--- config.mk ---
export PLATFORM = sky130hd
export DESIGN_NAME = tmr2_timer
export DESIGN_NICKNAME = d
export VERILOG_FILES = /design/src/hdl/tmr2_pkg.sv /design/src/hdl/tmr2_edge.sv /design/src/hdl/tmr2_timer.sv
export SDC_FILE = /design/constraint.sdc
export NUM_CORES = 1
export LEC_CHECK = 0
export ABC_AREA = 1
export CAP_MARGIN = 25
export CORE_MARGIN = 2
export CORE_UTILIZATION = 58
export CTS_CLUSTER_SIZE = 20
export DETAILED_ROUTE_END_ITERATION = 10
export DONT_BUFFER_PORTS = 1
export PLACE_DENSITY = 0.74
export RECOVER_POWER = 50
export SLEW_MARGIN = 25
export SYNTH_ARGS = -nofsm -noshare
export SYNTH_HDL_FRONTEND = slang
export SYNTH_SLANG_ARGS = --single-unit
--- constraint.sdc ---
create_clock -name ref_clk -period 3.8 [get_ports ref_clk]
set_input_delay 0.19 -clock ref_clk [delete_from_list [all_inputs] [get_ports ref_clk]]
set_output_delay 0.19 -clock ref_clk [all_outputs]
set_load 0.02 [all_outputs]
--- src/hdl/tmr2_pkg.sv ---
// package: register map, control fields and shared types of the timer 2 block
package tmr2_pkg;

  // register indices on the plain register port
  localparam logic [2:0] TMR2_ADDR_CONTROL = 3'h0;
  localparam logic [2:0] TMR2_ADDR_COUNTER_LOW = 3'h1;
  localparam logic [2:0] TMR2_ADDR_COUNTER_HIGH = 3'h2;
  localparam logic [2:0] TMR2_ADDR_RELOAD_LOW = 3'h3;
  localparam logic [2:0] TMR2_ADDR_RELOAD_HIGH = 3'h4;

  // timer2_control field positions
  localparam int unsigned TMR2_BIT_OVERFLOW_FLAG = 7;
  localparam int unsigned TMR2_BIT_EXTERNAL_FLAG = 6;
  localparam int unsigned TMR2_BIT_RX_CLOCK_SELECT = 5;
  localparam int unsigned TMR2_BIT_TX_CLOCK_SELECT = 4;
  localparam int unsigned TMR2_BIT_EXTERNAL_ENABLE = 3;
  localparam int unsigned TMR2_BIT_RUN_CONTROL = 2;
  localparam int unsigned TMR2_BIT_COUNTER_SELECT = 1;
  localparam int unsigned TMR2_BIT_CAPTURE_SELECT = 0;

  // reset values and counter maximum
  localparam logic [7:0] TMR2_CONTROL_RESET = 8'h00;
  localparam logic [15:0] TMR2_COUNTER_RESET = 16'h0000;
  localparam logic [15:0] TMR2_RELOAD_RESET = 16'h0000;
  localparam logic [15:0] TMR2_COUNTER_MAX = 16'hFFFF;

  // oscillator cycles per timer increment in timer mode
  localparam int unsigned TMR2_OSC_DIV = 12;
  localparam int unsigned TMR2_PRE_W = 4;

  typedef struct packed {
    logic [2:0] addr;
    logic [7:0] wdata;
    logic wr;
    logic rd;
  } tmr2_bus_req_type;

  typedef struct packed {
    logic rx_tick;
    logic tx_tick;
    logic overflow;
  } tmr2_serial_type;

endpackage : tmr2_pkg

--- src/hdl/tmr2_edge.sv ---
// two-flop synchroniser with falling-edge pulse for one pin
`timescale 1ns/100ps
module tmr2_edge (
  input wire logic ref_clk,
  input wire logic reset,
  input wire logic pin,
  output logic fall
);

  typedef struct packed {
    logic meta;
    logic sync;
    logic last;
  } tmr2_edge_state_type;

  tmr2_edge_state_type s_r;
  tmr2_edge_state_type s_nxt;

  // stage one feeds stage two only; edge logic looks at later stages
  always_comb begin
    s_nxt = s_r;
    s_nxt.meta = pin;
    s_nxt.sync = s_r.meta;
    s_nxt.last = s_r.sync;
  end

  always_ff @(posedge ref_clk) begin
    if (reset) begin
      s_r <= 3'h7;
    end else begin
      s_r <= s_nxt;
    end
  end

  // one pulse per high-to-low step of the synchronised level
  assign fall = s_r.last & ~s_r.sync;

  single_pulse_a: assert property (@(posedge ref_clk) disable iff (reset)
    fall |=> !fall) else $error("edge pulse longer than one cycle");

endmodule : tmr2_edge

--- src/hdl/tmr2_timer.sv ---
// timer 2: 16-bit timer/counter with capture, auto-reload and baud generation
//
// Behaviour
// - 16-bit counter runs as timer or event counter, chosen by counter_select.
// - run on: serial selects off picks reload or capture; serial select picks baud.
// - capture mode overflow sets overflow_flag regardless of external_enable.
// - capture mode trigger falling edge copies counter into capture/reload pair.
// - auto-reload rollover sets overflow_flag and loads counter from reload pair.
// - auto-reload trigger falling edge forces the reload and sets external_flag.
// - overflow_flag set by hardware, cleared by software, never in baud mode.
// - external_flag set by trigger capture/reload, requests interrupt, software clears.
// - rx_clock_select picks timer 2 overflow as receive clock, else timer 1.
// - tx_clock_select picks timer 2 overflow as transmit clock, else timer 1.
// - external_enable lets trigger edges act unless timer clocks serial port.
// - run_control one starts counting, zero stops it.
// - counter_select zero counts oscillator/12, one counts count pin falling edges.
// - capture_select ignored in baud mode; timer always reloads on overflow.
`timescale 1ns/100ps
module tmr2_timer
  import tmr2_pkg::*;
#(
  parameter int unsigned OSC_DIV = TMR2_OSC_DIV
) (
  input wire logic ref_clk,
  input wire logic reset,
  input wire tmr2_bus_req_type bus_req,
  output logic [7:0] reg_rdata,
  input wire logic count_pin,
  input wire logic external_trigger_input,
  input wire logic timer1_overflow,
  output tmr2_serial_type serial_clk,
  output logic timer2_irq
);

  typedef struct packed {
    logic [TMR2_PRE_W-1:0] pre;
    logic [7:0] ctrl;
    logic [15:0] cnt;
    logic [15:0] rcap;
    logic [7:0] rdata;
    logic ovf_pulse;
    logic rx_tick;
    logic tx_tick;
  } tmr2_state_type;

  localparam logic [TMR2_PRE_W-1:0] PRE_LAST = TMR2_PRE_W'(OSC_DIV - 1);

  tmr2_state_type s_r;
  tmr2_state_type s_nxt;

  logic count_fall;
  logic trig_fall;
  logic serial_use;
  logic reload_mode;
  logic tick;
  logic inc;
  logic roll;
  logic trig;
  logic wr_ctrl;

  tmr2_edge count_edge (
    .ref_clk(ref_clk),
    .reset(reset),
    .pin(count_pin),
    .fall(count_fall)
  );

  tmr2_edge trig_edge (
    .ref_clk(ref_clk),
    .reset(reset),
    .pin(external_trigger_input),
    .fall(trig_fall)
  );

  assign serial_use = s_r.ctrl[TMR2_BIT_RX_CLOCK_SELECT] | s_r.ctrl[TMR2_BIT_TX_CLOCK_SELECT];
  // baud mode forces reload whatever capture_select holds
  assign reload_mode = serial_use | ~s_r.ctrl[TMR2_BIT_CAPTURE_SELECT];
  // prescaler free-runs so the oscillator/12 phase does not depend on run_control
  assign tick = (s_r.pre == PRE_LAST);
  assign inc = s_r.ctrl[TMR2_BIT_RUN_CONTROL] &
               (s_r.ctrl[TMR2_BIT_COUNTER_SELECT] ? count_fall : tick);
  assign roll = inc & (s_r.cnt == TMR2_COUNTER_MAX);
  // trigger edges never act while the timer clocks the serial port
  assign trig = trig_fall & s_r.ctrl[TMR2_BIT_EXTERNAL_ENABLE] & ~serial_use;
  assign wr_ctrl = bus_req.wr & (bus_req.addr == TMR2_ADDR_CONTROL);

  always_comb begin
    s_nxt = s_r;
    s_nxt.pre = tick ? '0 : s_r.pre + TMR2_PRE_W'(1);

    // counter path; software writes below take priority over it
    if (roll && reload_mode) begin
      s_nxt.cnt = s_r.rcap;
    end else if (inc) begin
      s_nxt.cnt = s_r.cnt + 16'h0001;
    end
    if (trig && reload_mode) begin
      s_nxt.cnt = s_r.rcap;
    end
    if (trig && !reload_mode) begin
      s_nxt.rcap = s_r.cnt;
    end

    // register writes
    if (bus_req.wr) begin
      if (bus_req.addr == TMR2_ADDR_CONTROL) begin
        s_nxt.ctrl = bus_req.wdata;
      end else if (bus_req.addr == TMR2_ADDR_COUNTER_LOW) begin
        s_nxt.cnt[7:0] = bus_req.wdata;
      end else if (bus_req.addr == TMR2_ADDR_COUNTER_HIGH) begin
        s_nxt.cnt[15:8] = bus_req.wdata;
      end else if (bus_req.addr == TMR2_ADDR_RELOAD_LOW) begin
        s_nxt.rcap[7:0] = bus_req.wdata;
      end else if (bus_req.addr == TMR2_ADDR_RELOAD_HIGH) begin
        s_nxt.rcap[15:8] = bus_req.wdata;
      end
    end

    // flags set after the write so a same-cycle clear loses to the event
    if (roll && !serial_use) begin
      s_nxt.ctrl[TMR2_BIT_OVERFLOW_FLAG] = 1'b1;
    end
    if (trig) begin
      s_nxt.ctrl[TMR2_BIT_EXTERNAL_FLAG] = 1'b1;
    end

    // overflow pulses feed the serial port in every mode
    s_nxt.ovf_pulse = roll;
    s_nxt.rx_tick = s_r.ctrl[TMR2_BIT_RX_CLOCK_SELECT] ? s_r.ovf_pulse : timer1_overflow;
    s_nxt.tx_tick = s_r.ctrl[TMR2_BIT_TX_CLOCK_SELECT] ? s_r.ovf_pulse : timer1_overflow;

    // read data stands only in the cycle after the strobe
    s_nxt.rdata = 8'h00;
    if (bus_req.rd) begin
      if (bus_req.addr == TMR2_ADDR_CONTROL) begin
        s_nxt.rdata = s_r.ctrl;
      end else if (bus_req.addr == TMR2_ADDR_COUNTER_LOW) begin
        s_nxt.rdata = s_r.cnt[7:0];
      end else if (bus_req.addr == TMR2_ADDR_COUNTER_HIGH) begin
        s_nxt.rdata = s_r.cnt[15:8];
      end else if (bus_req.addr == TMR2_ADDR_RELOAD_LOW) begin
        s_nxt.rdata = s_r.rcap[7:0];
      end else if (bus_req.addr == TMR2_ADDR_RELOAD_HIGH) begin
        s_nxt.rdata = s_r.rcap[15:8];
      end else begin
        s_nxt.rdata = 8'h00;
      end
    end
  end

  always_ff @(posedge ref_clk) begin
    if (reset) begin
      s_r.pre <= '0;
      s_r.ctrl <= TMR2_CONTROL_RESET;
      s_r.cnt <= TMR2_COUNTER_RESET;
      s_r.rcap <= TMR2_RELOAD_RESET;
      s_r.rdata <= 8'h00;
      s_r.ovf_pulse <= 1'b0;
      s_r.rx_tick <= 1'b0;
      s_r.tx_tick <= 1'b0;
    end else begin
      s_r <= s_nxt;
    end
  end

  assign reg_rdata = s_r.rdata;
  assign serial_clk.rx_tick = s_r.rx_tick;
  assign serial_clk.tx_tick = s_r.tx_tick;
  assign serial_clk.overflow = s_r.ovf_pulse;
  // request level only; the enable lives in the interrupt controller
  assign timer2_irq = s_r.ctrl[TMR2_BIT_OVERFLOW_FLAG] |
                      s_r.ctrl[TMR2_BIT_EXTERNAL_FLAG];

  overflow_flag_set_a: assert property (@(posedge ref_clk) disable iff (reset)
    (roll && !serial_use)
      |=> s_r.ctrl[TMR2_BIT_OVERFLOW_FLAG] && timer2_irq)
    else $error("rollover did not raise overflow flag");

  reload_on_roll_a: assert property (@(posedge ref_clk) disable iff (reset)
    (roll && reload_mode && !bus_req.wr)
      |=> s_r.cnt == $past(s_r.rcap))
    else $error("counter not reloaded on rollover");

  capture_copy_a: assert property (@(posedge ref_clk) disable iff (reset)
    (trig && !reload_mode && !bus_req.wr)
      |=> s_r.rcap == $past(s_r.cnt))
    else $error("trigger did not capture counter");

  trig_reload_a: assert property (@(posedge ref_clk) disable iff (reset)
    (trig && reload_mode && !bus_req.wr)
      |=> s_r.cnt == $past(s_r.rcap))
    else $error("trigger did not force reload");

  ext_flag_set_a: assert property (@(posedge ref_clk) disable iff (reset)
    trig
      |=> s_r.ctrl[TMR2_BIT_EXTERNAL_FLAG] && timer2_irq)
    else $error("trigger did not set external flag");

  no_baud_flag_a: assert property (@(posedge ref_clk) disable iff (reset)
    (serial_use && !wr_ctrl && !s_r.ctrl[TMR2_BIT_OVERFLOW_FLAG])
      |=> !s_r.ctrl[TMR2_BIT_OVERFLOW_FLAG])
    else $error("overflow flag set in baud mode");

  flag_sticky_a: assert property (@(posedge ref_clk) disable iff (reset)
    (s_r.ctrl[TMR2_BIT_OVERFLOW_FLAG] && !wr_ctrl)
      |=> s_r.ctrl[TMR2_BIT_OVERFLOW_FLAG])
    else $error("overflow flag cleared without a write");

  trig_ignored_a: assert property (@(posedge ref_clk) disable iff (reset)
    (trig_fall && (!s_r.ctrl[TMR2_BIT_EXTERNAL_ENABLE] || serial_use) && !bus_req.wr)
      |=> s_r.rcap == $past(s_r.rcap) &&
          s_r.ctrl[TMR2_BIT_EXTERNAL_FLAG] == $past(s_r.ctrl[TMR2_BIT_EXTERNAL_FLAG]))
    else $error("trigger acted while disabled");

  stopped_hold_a: assert property (@(posedge ref_clk) disable iff (reset)
    (!s_r.ctrl[TMR2_BIT_RUN_CONTROL] && !trig && !bus_req.wr)
      |=> $stable(s_r.cnt))
    else $error("counter moved while stopped");

  timer_rate_a: assert property (@(posedge ref_clk) disable iff (reset)
    tick
      |=> !tick && (s_r.pre == '0))
    else $error("prescaler ticks too often");

  event_count_a: assert property (@(posedge ref_clk) disable iff (reset)
    (s_r.ctrl[TMR2_BIT_COUNTER_SELECT] && s_r.ctrl[TMR2_BIT_RUN_CONTROL] && !count_fall
      && !trig && !bus_req.wr) |=> $stable(s_r.cnt))
    else $error("counter moved without a count edge");

  rx_source_a: assert property (@(posedge ref_clk) disable iff (reset)
    (roll && s_r.ctrl[TMR2_BIT_RX_CLOCK_SELECT] && !wr_ctrl)
      |=> ##1 serial_clk.rx_tick)
    else $error("receive clock missed timer 2 overflow");

  tx_source_a: assert property (@(posedge ref_clk) disable iff (reset)
    (roll && s_r.ctrl[TMR2_BIT_TX_CLOCK_SELECT] && !wr_ctrl)
      |=> ##1 serial_clk.tx_tick)
    else $error("transmit clock missed timer 2 overflow");

  baud_reload_a: assert property (@(posedge ref_clk) disable iff (reset)
    (roll && serial_use && s_r.ctrl[TMR2_BIT_CAPTURE_SELECT] && !bus_req.wr)
      |=> s_r.cnt == $past(s_r.rcap))
    else $error("baud mode did not reload");

  capture_roll_a: assert property (@(posedge ref_clk) disable iff (reset)
    (roll && !reload_mode && !bus_req.wr && !trig)
      |=> s_r.cnt == 16'h0000)
    else $error("capture mode did not roll to zero");

  ctrl_write_a: assert property (@(posedge ref_clk) disable iff (reset)
    wr_ctrl
      |=> s_r.ctrl[5:0] == $past(bus_req.wdata[5:0]))
    else $error("control write not stored");

  timer_inc_a: assert property (@(posedge ref_clk) disable iff (reset)
    (s_r.ctrl[TMR2_BIT_RUN_CONTROL] && !s_r.ctrl[TMR2_BIT_COUNTER_SELECT] && tick
      && !roll && !trig && !bus_req.wr) |=> s_r.cnt == $past(s_r.cnt) + 16'h0001)
    else $error("timer mode missed an increment");

  count_inc_a: assert property (@(posedge ref_clk) disable iff (reset)
    (s_r.ctrl[TMR2_BIT_RUN_CONTROL] && s_r.ctrl[TMR2_BIT_COUNTER_SELECT] && count_fall
      && !roll && !trig && !bus_req.wr) |=> s_r.cnt == $past(s_r.cnt) + 16'h0001)
    else $error("counter mode missed a count edge");

  ext_flag_sticky_a: assert property (@(posedge ref_clk) disable iff (reset)
    (s_r.ctrl[TMR2_BIT_EXTERNAL_FLAG] && !wr_ctrl)
      |=> s_r.ctrl[TMR2_BIT_EXTERNAL_FLAG])
    else $error("external flag cleared without a write");

  ext_flag_quiet_a: assert property (@(posedge ref_clk) disable iff (reset)
    (!trig && !wr_ctrl && !s_r.ctrl[TMR2_BIT_EXTERNAL_FLAG])
      |=> !s_r.ctrl[TMR2_BIT_EXTERNAL_FLAG])
    else $error("external flag set without a trigger");

  ovf_flag_quiet_a: assert property (@(posedge ref_clk) disable iff (reset)
    (!roll && !wr_ctrl && !s_r.ctrl[TMR2_BIT_OVERFLOW_FLAG])
      |=> !s_r.ctrl[TMR2_BIT_OVERFLOW_FLAG])
    else $error("overflow flag set without a rollover");

  flag_clear_a: assert property (@(posedge ref_clk) disable iff (reset)
    (wr_ctrl && bus_req.wdata[7:6] == 2'b00 && !roll && !trig)
      |=> !timer2_irq)
    else $error("software clear of flags failed");

  rx_timer1_a: assert property (@(posedge ref_clk) disable iff (reset)
    (!s_r.ctrl[TMR2_BIT_RX_CLOCK_SELECT] && timer1_overflow)
      |=> serial_clk.rx_tick)
    else $error("receive clock missed timer 1 overflow");

  tx_timer1_a: assert property (@(posedge ref_clk) disable iff (reset)
    (!s_r.ctrl[TMR2_BIT_TX_CLOCK_SELECT] && timer1_overflow)
      |=> serial_clk.tx_tick)
    else $error("transmit clock missed timer 1 overflow");

  ovf_pulse_a: assert property (@(posedge ref_clk) disable iff (reset)
    roll
      |=> serial_clk.overflow)
    else $error("rollover gave no overflow pulse");

  ovf_quiet_a: assert property (@(posedge ref_clk) disable iff (reset)
    !roll
      |=> !serial_clk.overflow)
    else $error("overflow pulse without a rollover");

  rcap_write_a: assert property (@(posedge ref_clk) disable iff (reset)
    (bus_req.wr && bus_req.addr == TMR2_ADDR_RELOAD_LOW)
      |=> s_r.rcap[7:0] == $past(bus_req.wdata))
    else $error("reload low byte not preset");

  rcap_hold_a: assert property (@(posedge ref_clk) disable iff (reset)
    (!bus_req.wr && !(trig && !reload_mode))
      |=> $stable(s_r.rcap))
    else $error("reload pair changed without cause");

endmodule : tmr2_timer

==> flow_summary.json, run 1 <==
{
  "cts-resized-gates": 0,
  "slew_headroom": 0.358,
  "yosysWarnings": 0,
  "cp_slowest_cell": "dfxtp_1",
  "area_growth_pct": 5.02,
  "cp_data_required_time_ns": 4.05,
  "grt_use_met3": 0.0813,
  "cp.arrival_ns": 2.44,
  "grt_max_degree": 38,
  "worst-setup-path-type": "reg2reg",
  "netlist.area_leader.share": 0.350,
  "hold_path_depth": 3,
  "crit_path_max_incr_delay_ns": 0.48,
  "busiest_layer": "met2",
  "ff2ff_path_depth": 12,
  "rr_endpoint": "s_r[31]",
  "p_leak_nw": 1.64,
  "post-dp-hpwl_um": 6650,
  "grt_pass1_vias": 3300,
  "place_area_mm2": 0.00342,
  "holdWs_ns": -0.00410,
  "syn-num-nets": 567,
  "yosys.area.top_type": "dfxtp_1",
  "vias": 3428,
  "antenna_found_initial": 0,
  "finalWirelength_um": 9560,
  "post_cts_buffers": 0,
  "ys_seq_area_frac": 0.350,
  "drc": 0,
  "cts_num_sinks": 61,
  "cts.path.max_buffers": 2,
  "pwr_density_cell_mw_per_mm2": 384,
  "gr-usage-met2": 0.542,
  "drt-pass1-iter-count": 7,
  "syn_avg_cell_area_um2": 6.38,
  "hold_path_end": "s_r[13]",
  "syn_inst": 547,
  "syn-cell-area_mm2": 0.00349,
  "tightestPinTransition_ns": 0.963,
  "start_util": 0.596,
  "violations": "negative hold slack",
  "drtIter0Drc": 295,
  "grt-ovfl-total": 0,
  "synth_cell_type_count": 31,
  "worst_setup_path_start_kind": "flip-flop",
  "max_clock_freq_ghz": 0.456,
  "pre_cts_ws_ns": 1.65,
  "fin_crit_sh": 0.576,
  "cts_tree": "done",
  "worstPathMaxFanout": 18,
  "post_drt_wl_per_cell_um": 15.6,
  "status": "finished with violations",
  "clkTransAtPathRegs_ns": 0.08,
  "coreArea_mm2": 0.00585,
  "nNetsFinal": 553,
  "via_per_inst": 5.59,
  "portBuffers": 0,
  "maxSlewViolCount": 0,
  "chipWidth_um": 81.6,
  "peakVddDrop_uv": 249,
  "grt_pass1_wl_um": 15900,
  "maxCapViolations": 0,
  "gp_congestion": 0.947,
  "layout-drive-gt1-share": 0.0818,
  "rows": 28,
  "ys_ff_latch": 61,
  "finalHoldViolations": 1,
  "setup_viol": 0,
  "cts_buffers": 9,
  "ff2ff_setup_slack_ns": 1.61,
  "synth_area_leaders": "dfxtp_1 35%, nand2_1 17%, inv_1 8.1%, o21ai_0 6.7%, nor2_1 5.6%",
  "num_io_pins": 30,
  "min_from": "reset",
  "cts_max_level": 3,
  "diodes": 0,
  "final_area_mm2": 0.00366,
  "reg2reg_from": "s_r[27]",
  "fin_tns_setup_ns": 0,
  "grt_use_met1": 0.372,
  "ant_nets": 0,
  "min_path_type": "in2reg",
  "rsz0062_at_grt": "false",
  "grt_usage": 0.316,
  "cts_root_buffer": "clkbuf_8",
  "cp-end-kind": "flip-flop",
  "dieArea_mm2": 0.00665,
  "finalCriticalPeriod_ns": 2.19,
  "cp_cell_sequence": "ha_1, inv_1, nor2_4, nand2_2, nor2_4, nand3_2, nand2_4, nand2_4, nand2_1, nand2_1, nor2_1, nor2_1",
  "dieHeight_um": 81.6,
  "layout_setup_ws_ns": 1.61,
  "fin_util": 0.626,
  "clock-skew-final_ns": 0.00920,
  "clk_latency_ns": 0.36
}
-- where the power goes --
group          switching, W  leakage [nW]  internal [W]  total (W)
clock network      0.000290        0.0955      0.000325   0.000615
registers         0.0000252         0.497      0.000661   0.000687
logic             0.0000716          1.04     0.0000354   0.000107
total              0.000387          1.64       0.00102    0.00141
-- metal layers --
layer	up-vias	wire [µm]
met5	-	0
met4	0	290
met3	31	823
met2	146	4470
met1	1547	3980
li1	1704	-
-- registers in the layout, indices dropped and copies added, names as in the netlist --
name,count
count_edge.s_nxt,2
count_edge.s_r,1
reg_rdata,8
s_r,44
serial_clk,3
trig_edge.s_nxt,2
trig_edge.s_r,1
-- final cells by class --
class                      instances  area (µm²)
fill                             557        2190
inverter                          78         293
sequential                        61        1220
timing repair buffer               4        37.5
tap                               75        93.8
clock inverter                     6        70.1
clock buffer                      10         138
multi-input combinational        379        1810
-- cell families (layout without fill, tap and decap cells) --
kind of cell,count (synthesis),after routing,synth area share
AO/OA/AOI/OAI,104,104,0.168
XOR/XNOR,2,2,0.00502
adder cells (fa/ha/maj),2,2,0.00717
buffers and inverters,107,98,0.132
flip-flops,61,61,0.350
AND/OR/NAND/NOR,271,271,0.338
-- how the worst max path moves through the flow --
stage | endpoint | from | slack, ns
2_1_floorplan | s_r[42] | s_r[27] | 2.01
3_3_place_gp | s_r[33] | s_r[27] | 1.69
3_5_place_dp | s_r[31] | s_r[27] | 1.65
4_1_cts | s_r[31] | s_r[27] | 1.62
5_1_grt | s_r[42] | s_r[27] | 1.41
6_report | s_r[31] | s_r[27] | 1.61
-- cell usage after synthesis --
library cell and number:
clkbuf_1 10, a31oi_1 8, nand2_1 155, nor2_1 52, a221oi_1 8, o21ai_1 9, nor2_2 6, a21oi_1 22
dfxtp_1 61, inv_2 1, nand4_2 1, o211ai_1 8, nor3_1 1, o21ai_0 47, a21boi_0 2, or2_2 7
nand3b_1 1, nand2_2 3, buf_4 12, nor2_4 4, buf_2 6, buf_6 1, nand4_1 5, ha_1 2
nand2_4 2, nand3_1 32, inv_1 75, nand3_2 1, xor2_1 2, or2_1 1, clkinv_1 2
-- through the flow --
| stage | std cells | hold slack (ns) | power [W] |
|---|---|---|---|
| global placement | 594 | 0.297 | 0.000797 |
| global route | 613 | 0.00213 | 0.00146 |
| finish | 613 | -0.00410 | 0.00141 |
| CTS | 613 | 0.000667 | 0.00141 |
| detailed placement | 594 | 0.298 | 0.000800 |
| floorplan | 547 | 0.274 | 0.000777 |
-- timing repair --
item | 4_1_cts | 5_1_grt
hold buffers | 3 | 0
endpoints found under the hold margin | 11 | 0
endpoints found under the setup margin | 0 | 0
-- cell usage in the layout (no fill, tap or decap), types with 2 or more instances in the layout --
cell / n
clkbuf_8: 10
nand3_1: 32
o21ai_0: 47
ha_1: 2
nand4_1: 5
a31oi_1: 8
dlygate4sd3_1: 3
a21boi_0: 2
nor2_2: 8
o211ai_1: 8
nand2_2: 3
a221oi_1: 8
o21ai_1: 9
nand2_1: 155
clkinvlp_4: 3
nor2_1: 50
clkinv_1: 2
inv_1: 75
xor2_1: 2
nand2_4: 2
nor2_4: 4
or2_2: 7
a21oi_1: 22
dfxtp_1: 61
inv_6: 2
-- worst max-delay path: cells and delay by family (launching register included) --
family	cells	cell delay [ns]
adder cells (fa/ha/maj)	1	0.29
buffers and inverters	1	0.11
flip-flops	1	0.48
AND/OR/NAND/NOR	10	1.20
Note: power is estimated with default switching activity, not from simulation.
==> run 2: changes to the inputs <==
--- a/config.mk
+++ b/config.mk
@@ -5,14 +5,14 @@
 export SDC_FILE = /design/constraint.sdc
 export NUM_CORES = 1
 export LEC_CHECK = 0
-export ABC_AREA = 1
+export ABC_AREA = 0
 export CAP_MARGIN = 25
 export CORE_MARGIN = 2
-export CORE_UTILIZATION = 58
+export CORE_UTILIZATION = 57
 export CTS_CLUSTER_SIZE = 20
 export DETAILED_ROUTE_END_ITERATION = 10
 export DONT_BUFFER_PORTS = 1
-export PLACE_DENSITY = 0.74
+export PLACE_DENSITY = 0.75
 export RECOVER_POWER = 50
 export SLEW_MARGIN = 25
 export SYNTH_ARGS = -nofsm -noshare
==> constraint.sdc (replaced) <==
create_clock -name ref_clk -period 1.8 [get_ports ref_clk]
set_input_delay 0.09 -clock ref_clk [delete_from_list [all_inputs] [get_ports ref_clk]]
set_output_delay 0.09 -clock ref_clk [all_outputs]
set_load 0.02 [all_outputs]
==> run 2 against run 1 <==
The run ends with negative setup slack left. Register-to-register slack got worse by 1.6 ns. Clock-buffer cell count decreased by 1. Largest power group unchanged. Die area decreased by 4.7%. Global-route usage increased by 2.7 points.
==> flow_summary.json, run 2 <==
{
  "gp_congestion": 0.966,
  "layout-drive-gt1-share": 0.206,
  "maxSlewViolCount": 0,
  "grt_use_met1": 0.440,
  "syn_inst": 389,
  "top_register": "s_r",
  "path_delay_family": "compound AO/OA/AOI/OAI gates",
  "post_drt_wl_per_cell_um": 20.0,
  "final_area_mm2": 0.00403,
  "cp-end-kind": "flip-flop",
  "largest_reg_flops": 44,
  "cts_tree": "done",
  "setup_viol": 1,
  "finalHoldViolations": 0,
  "post-dp-hpwl_um": 6990,
  "cts_max_level": 3,
  "clkTransAtPathRegs_ns": 0.07,
  "tightestPinTransition_ns": 0.609,
  "pwr_density_cell_mw_per_mm2": 759,
  "fin_cells": 505,
  "synthFlopType": "dfxtp_1",
  "dieHeight_um": 79.6,
  "portBuffers": 0,
  "area_growth_pct": 23.6,
  "worst-setup-path-type": "reg2reg",
  "grt_pass1_wl_um": 15900,
  "rr_endpoint": "s_r[32]",
  "cts_buffers": 9,
  "cts_root_buffer": "clkbuf_8",
  "syn-cell-area_mm2": 0.00326,
  "final_common_cell": "dfxtp_1",
  "cts_num_sinks": 61,
  "hold_path_end": "reg_rdata[7]",
  "synth_area_leaders": "dfxtp_1 37%, mux2i_1 7.4%, nand2_1 4.8%, nor2_1 4.6%, a211oi_1 3.2%",
  "cp_num_buf_inv": 3,
  "grt_pass1_vias": 3010,
  "layout_common_cells": "58 x dfxtp_1, 41 x nand2_1, 40 x nor2_1, 40 x buf_4, 24 x mux2i_1",
  "num_io_pins": 30,
  "cts.path.max_buffers": 2,
  "reg2reg_from": "s_r[41]",
  "gr-usage-met2": 0.513,
  "p_leak_nw": 1.41,
  "ys_seq_area_frac": 0.375,
  "finalWirelength_um": 10100,
  "holdWs_ns": 0.00336,
  "layout_setup_ws_ns": -0.0126,
  "cp.arrival_ns": 2.05,
  "via_per_inst": 6.42,
  "ff2ff_setup_slack_ns": -0.01,
  "clock-skew-final_ns": 0.0109,
  "synth_common_cells": "61 x dfxtp_1, 42 x nand2_1, 40 x nor2_1",
  "drc": 0,
  "async_reset_ff_frac": 0,
  "min_from": "bus_req[11]",
  "grt_use_met3": 0.0928,
  "cp_data_required_time_ns": 2.04,
  "drtIter0Drc": 450,
  "cp_cell_sequence": "clkbuf_1, nand4_1, nor4_2, buf_4, a21o_4, buf_6, and4_1, a311o_1",
  "violations": "negative setup slack",
  "grt_max_degree": 37,
  "fin_crit_sh": 1.01,
  "dieArea_mm2": 0.00634,
  "ff2ff_path_depth": 8,
  "rsz0062_at_grt": "true",
  "clk_latency_ns": 0.36,
  "ant_nets": 0,
  "worst_setup_path_start_kind": "flip-flop",
  "yosys.area.top_type": "dfxtp_1",
  "yosysWarnings": 0,
  "slew_headroom": 0.593,
  "grt_usage": 0.343,
  "busiest_layer": "met2",
  "peakVddDrop_uv": 551,
  "max_clock_freq_ghz": 0.552,
  "hold_path_depth": 3,
  "cp_slowest_cell": "dfxtp_1",
  "status": "finished with violations",
  "maxCapViolations": 0,
  "start_util": 0.592,
  "drt-pass1-iter-count": 5,
  "chipWidth_um": 79.6,
  "diodes": 0,
  "min_path_type": "in2reg",
  "synth_edf_count": 0,
  "synth_cell_type_count": 49,
  "synth_most_common_cell": "dfxtp_1",
  "grt-ovfl-total": 0,
  "netlist.area_leader.share": 0.375,
  "ys_ff_latch": 61,
  "crit_path_max_incr_delay_ns": 0.32,
  "place_area_mm2": 0.00348,
  "rows": 27,
  "coreArea_mm2": 0.00551,
  "vias": 3244,
  "nNetsFinal": 448,
  "fin_tns_setup_ns": -0.0126,
  "syn_avg_cell_area_um2": 8.38,
  "syn-num-nets": 409,
  "dpl.cell_count": 466,
  "antenna_found_initial": 0,
  "finalCriticalPeriod_ns": 1.81,
  "worstPathMaxFanout": 5
}
## run 2: cell count changes after synthesis, sizes merged, moves of 8 or more
cell	previous run	this run
a211oi	0	14
a311oi	0	8
clkbuf	10	20
inv	76	3
mux2i	0	24
nand2	160	42
nand3	33	17
nor2	62	41
o21ai	56	12
xnor2	0	8
## run 2: metal layers
| layer | wire (µm) | part of all wire |
|---|---|---|
| met2 | 4520 | 0.45 |
| met3 | 927 | 0.092 |
| met5 | 0 | 0 |
| met4 | 508 | 0.050 |
| met1 | 4130 | 0.41 |
## run 2: per-stage QoR
| stage | total power, W | util | setup WS (ns) |
|---|---|---|---|
| after floorplan | 0.00161 | - | 0.0332 |
| after global placement | 0.00164 | 0.633 | -0.00698 |
| after detailed placement | 0.00164 | 0.633 | -0.0224 |
| after CTS | 0.00304 | 0.708 | 0.00114 |
| after global routing | 0.00315 | 0.731 | -0.0551 |
| final | 0.00306 | 0.731 | -0.0126 |
## run 2: power by group
part           total (W)  internal [W]  switching [W]
logic           0.000256      0.000113       0.000143
registers        0.00143       0.00139      0.0000401
clock network    0.00137      0.000785       0.000584
total            0.00306       0.00229       0.000767
## run 2: layout make-up
| cell class | instances | area (µm²) |
|---|---|---|
| Multi-Input combinational cell | 286 | 1920 |
| Timing Repair Buffer | 67 | 556 |
| Sequential cell | 61 | 1220 |
| Clock buffer | 9 | 124 |
| Tap cell | 72 | 90.1 |
| Inverter | 3 | 11.3 |
| Fill cell | 413 | 1480 |
| Clock inverter | 7 | 98.8 |
## run 2: worst min-delay path, delay by kind of cell
| kind | cells | cell delay [ns] |
|---|---|---|
| and+or+nand+nor | 2 | 0.14 |
| AOI/OAI and AO/OA | 1 | 0.07 |
## run 2: what timing repair did
action,CTS,global route
pin swaps,2,6
buffers inserted,1,5
resized for setup,2,24
setup endpoints to repair,6,13
endpoints found under the hold margin,52,1
cloned,0,0
hold buffers,16,1
## run 2: worst max-delay path by stage
stage | start | end | slack, ns | depth (start not counted)
6_report | s_r[41] | s_r[32] | -0.01 | 8
5_1_grt | s_r[52] | s_r[32] | -0.06 | 8
4_1_cts | s_r[51] | s_r[28] | 0.001 | 7
3_5_place_dp | s_r[51] | s_r[38] | -0.02 | 7
3_3_place_gp | s_r[51] | s_r[36] | -0.007 | 7
2_1_floorplan | s_r[51] | s_r[32] | 0.03 | 8
## run 2: logic make-up (layout without fill, tap and decap cells)
| logic type | after synthesis | in the layout | share of synthesized area |
|---|---|---|---|
| and+or+nand+nor | 160 | 160 | 0.248 |
| AOI/OAI and AO/OA | 84 | 84 | 0.179 |
| DFF | 61 | 61 | 0.375 |
| buffers and inverters | 42 | 86 | 0.0653 |
| muxes | 26 | 26 | 0.0876 |
| xor gates and xnor gates | 14 | 14 | 0.0376 |
| adders and majority gates | 2 | 2 | 0.00768 |
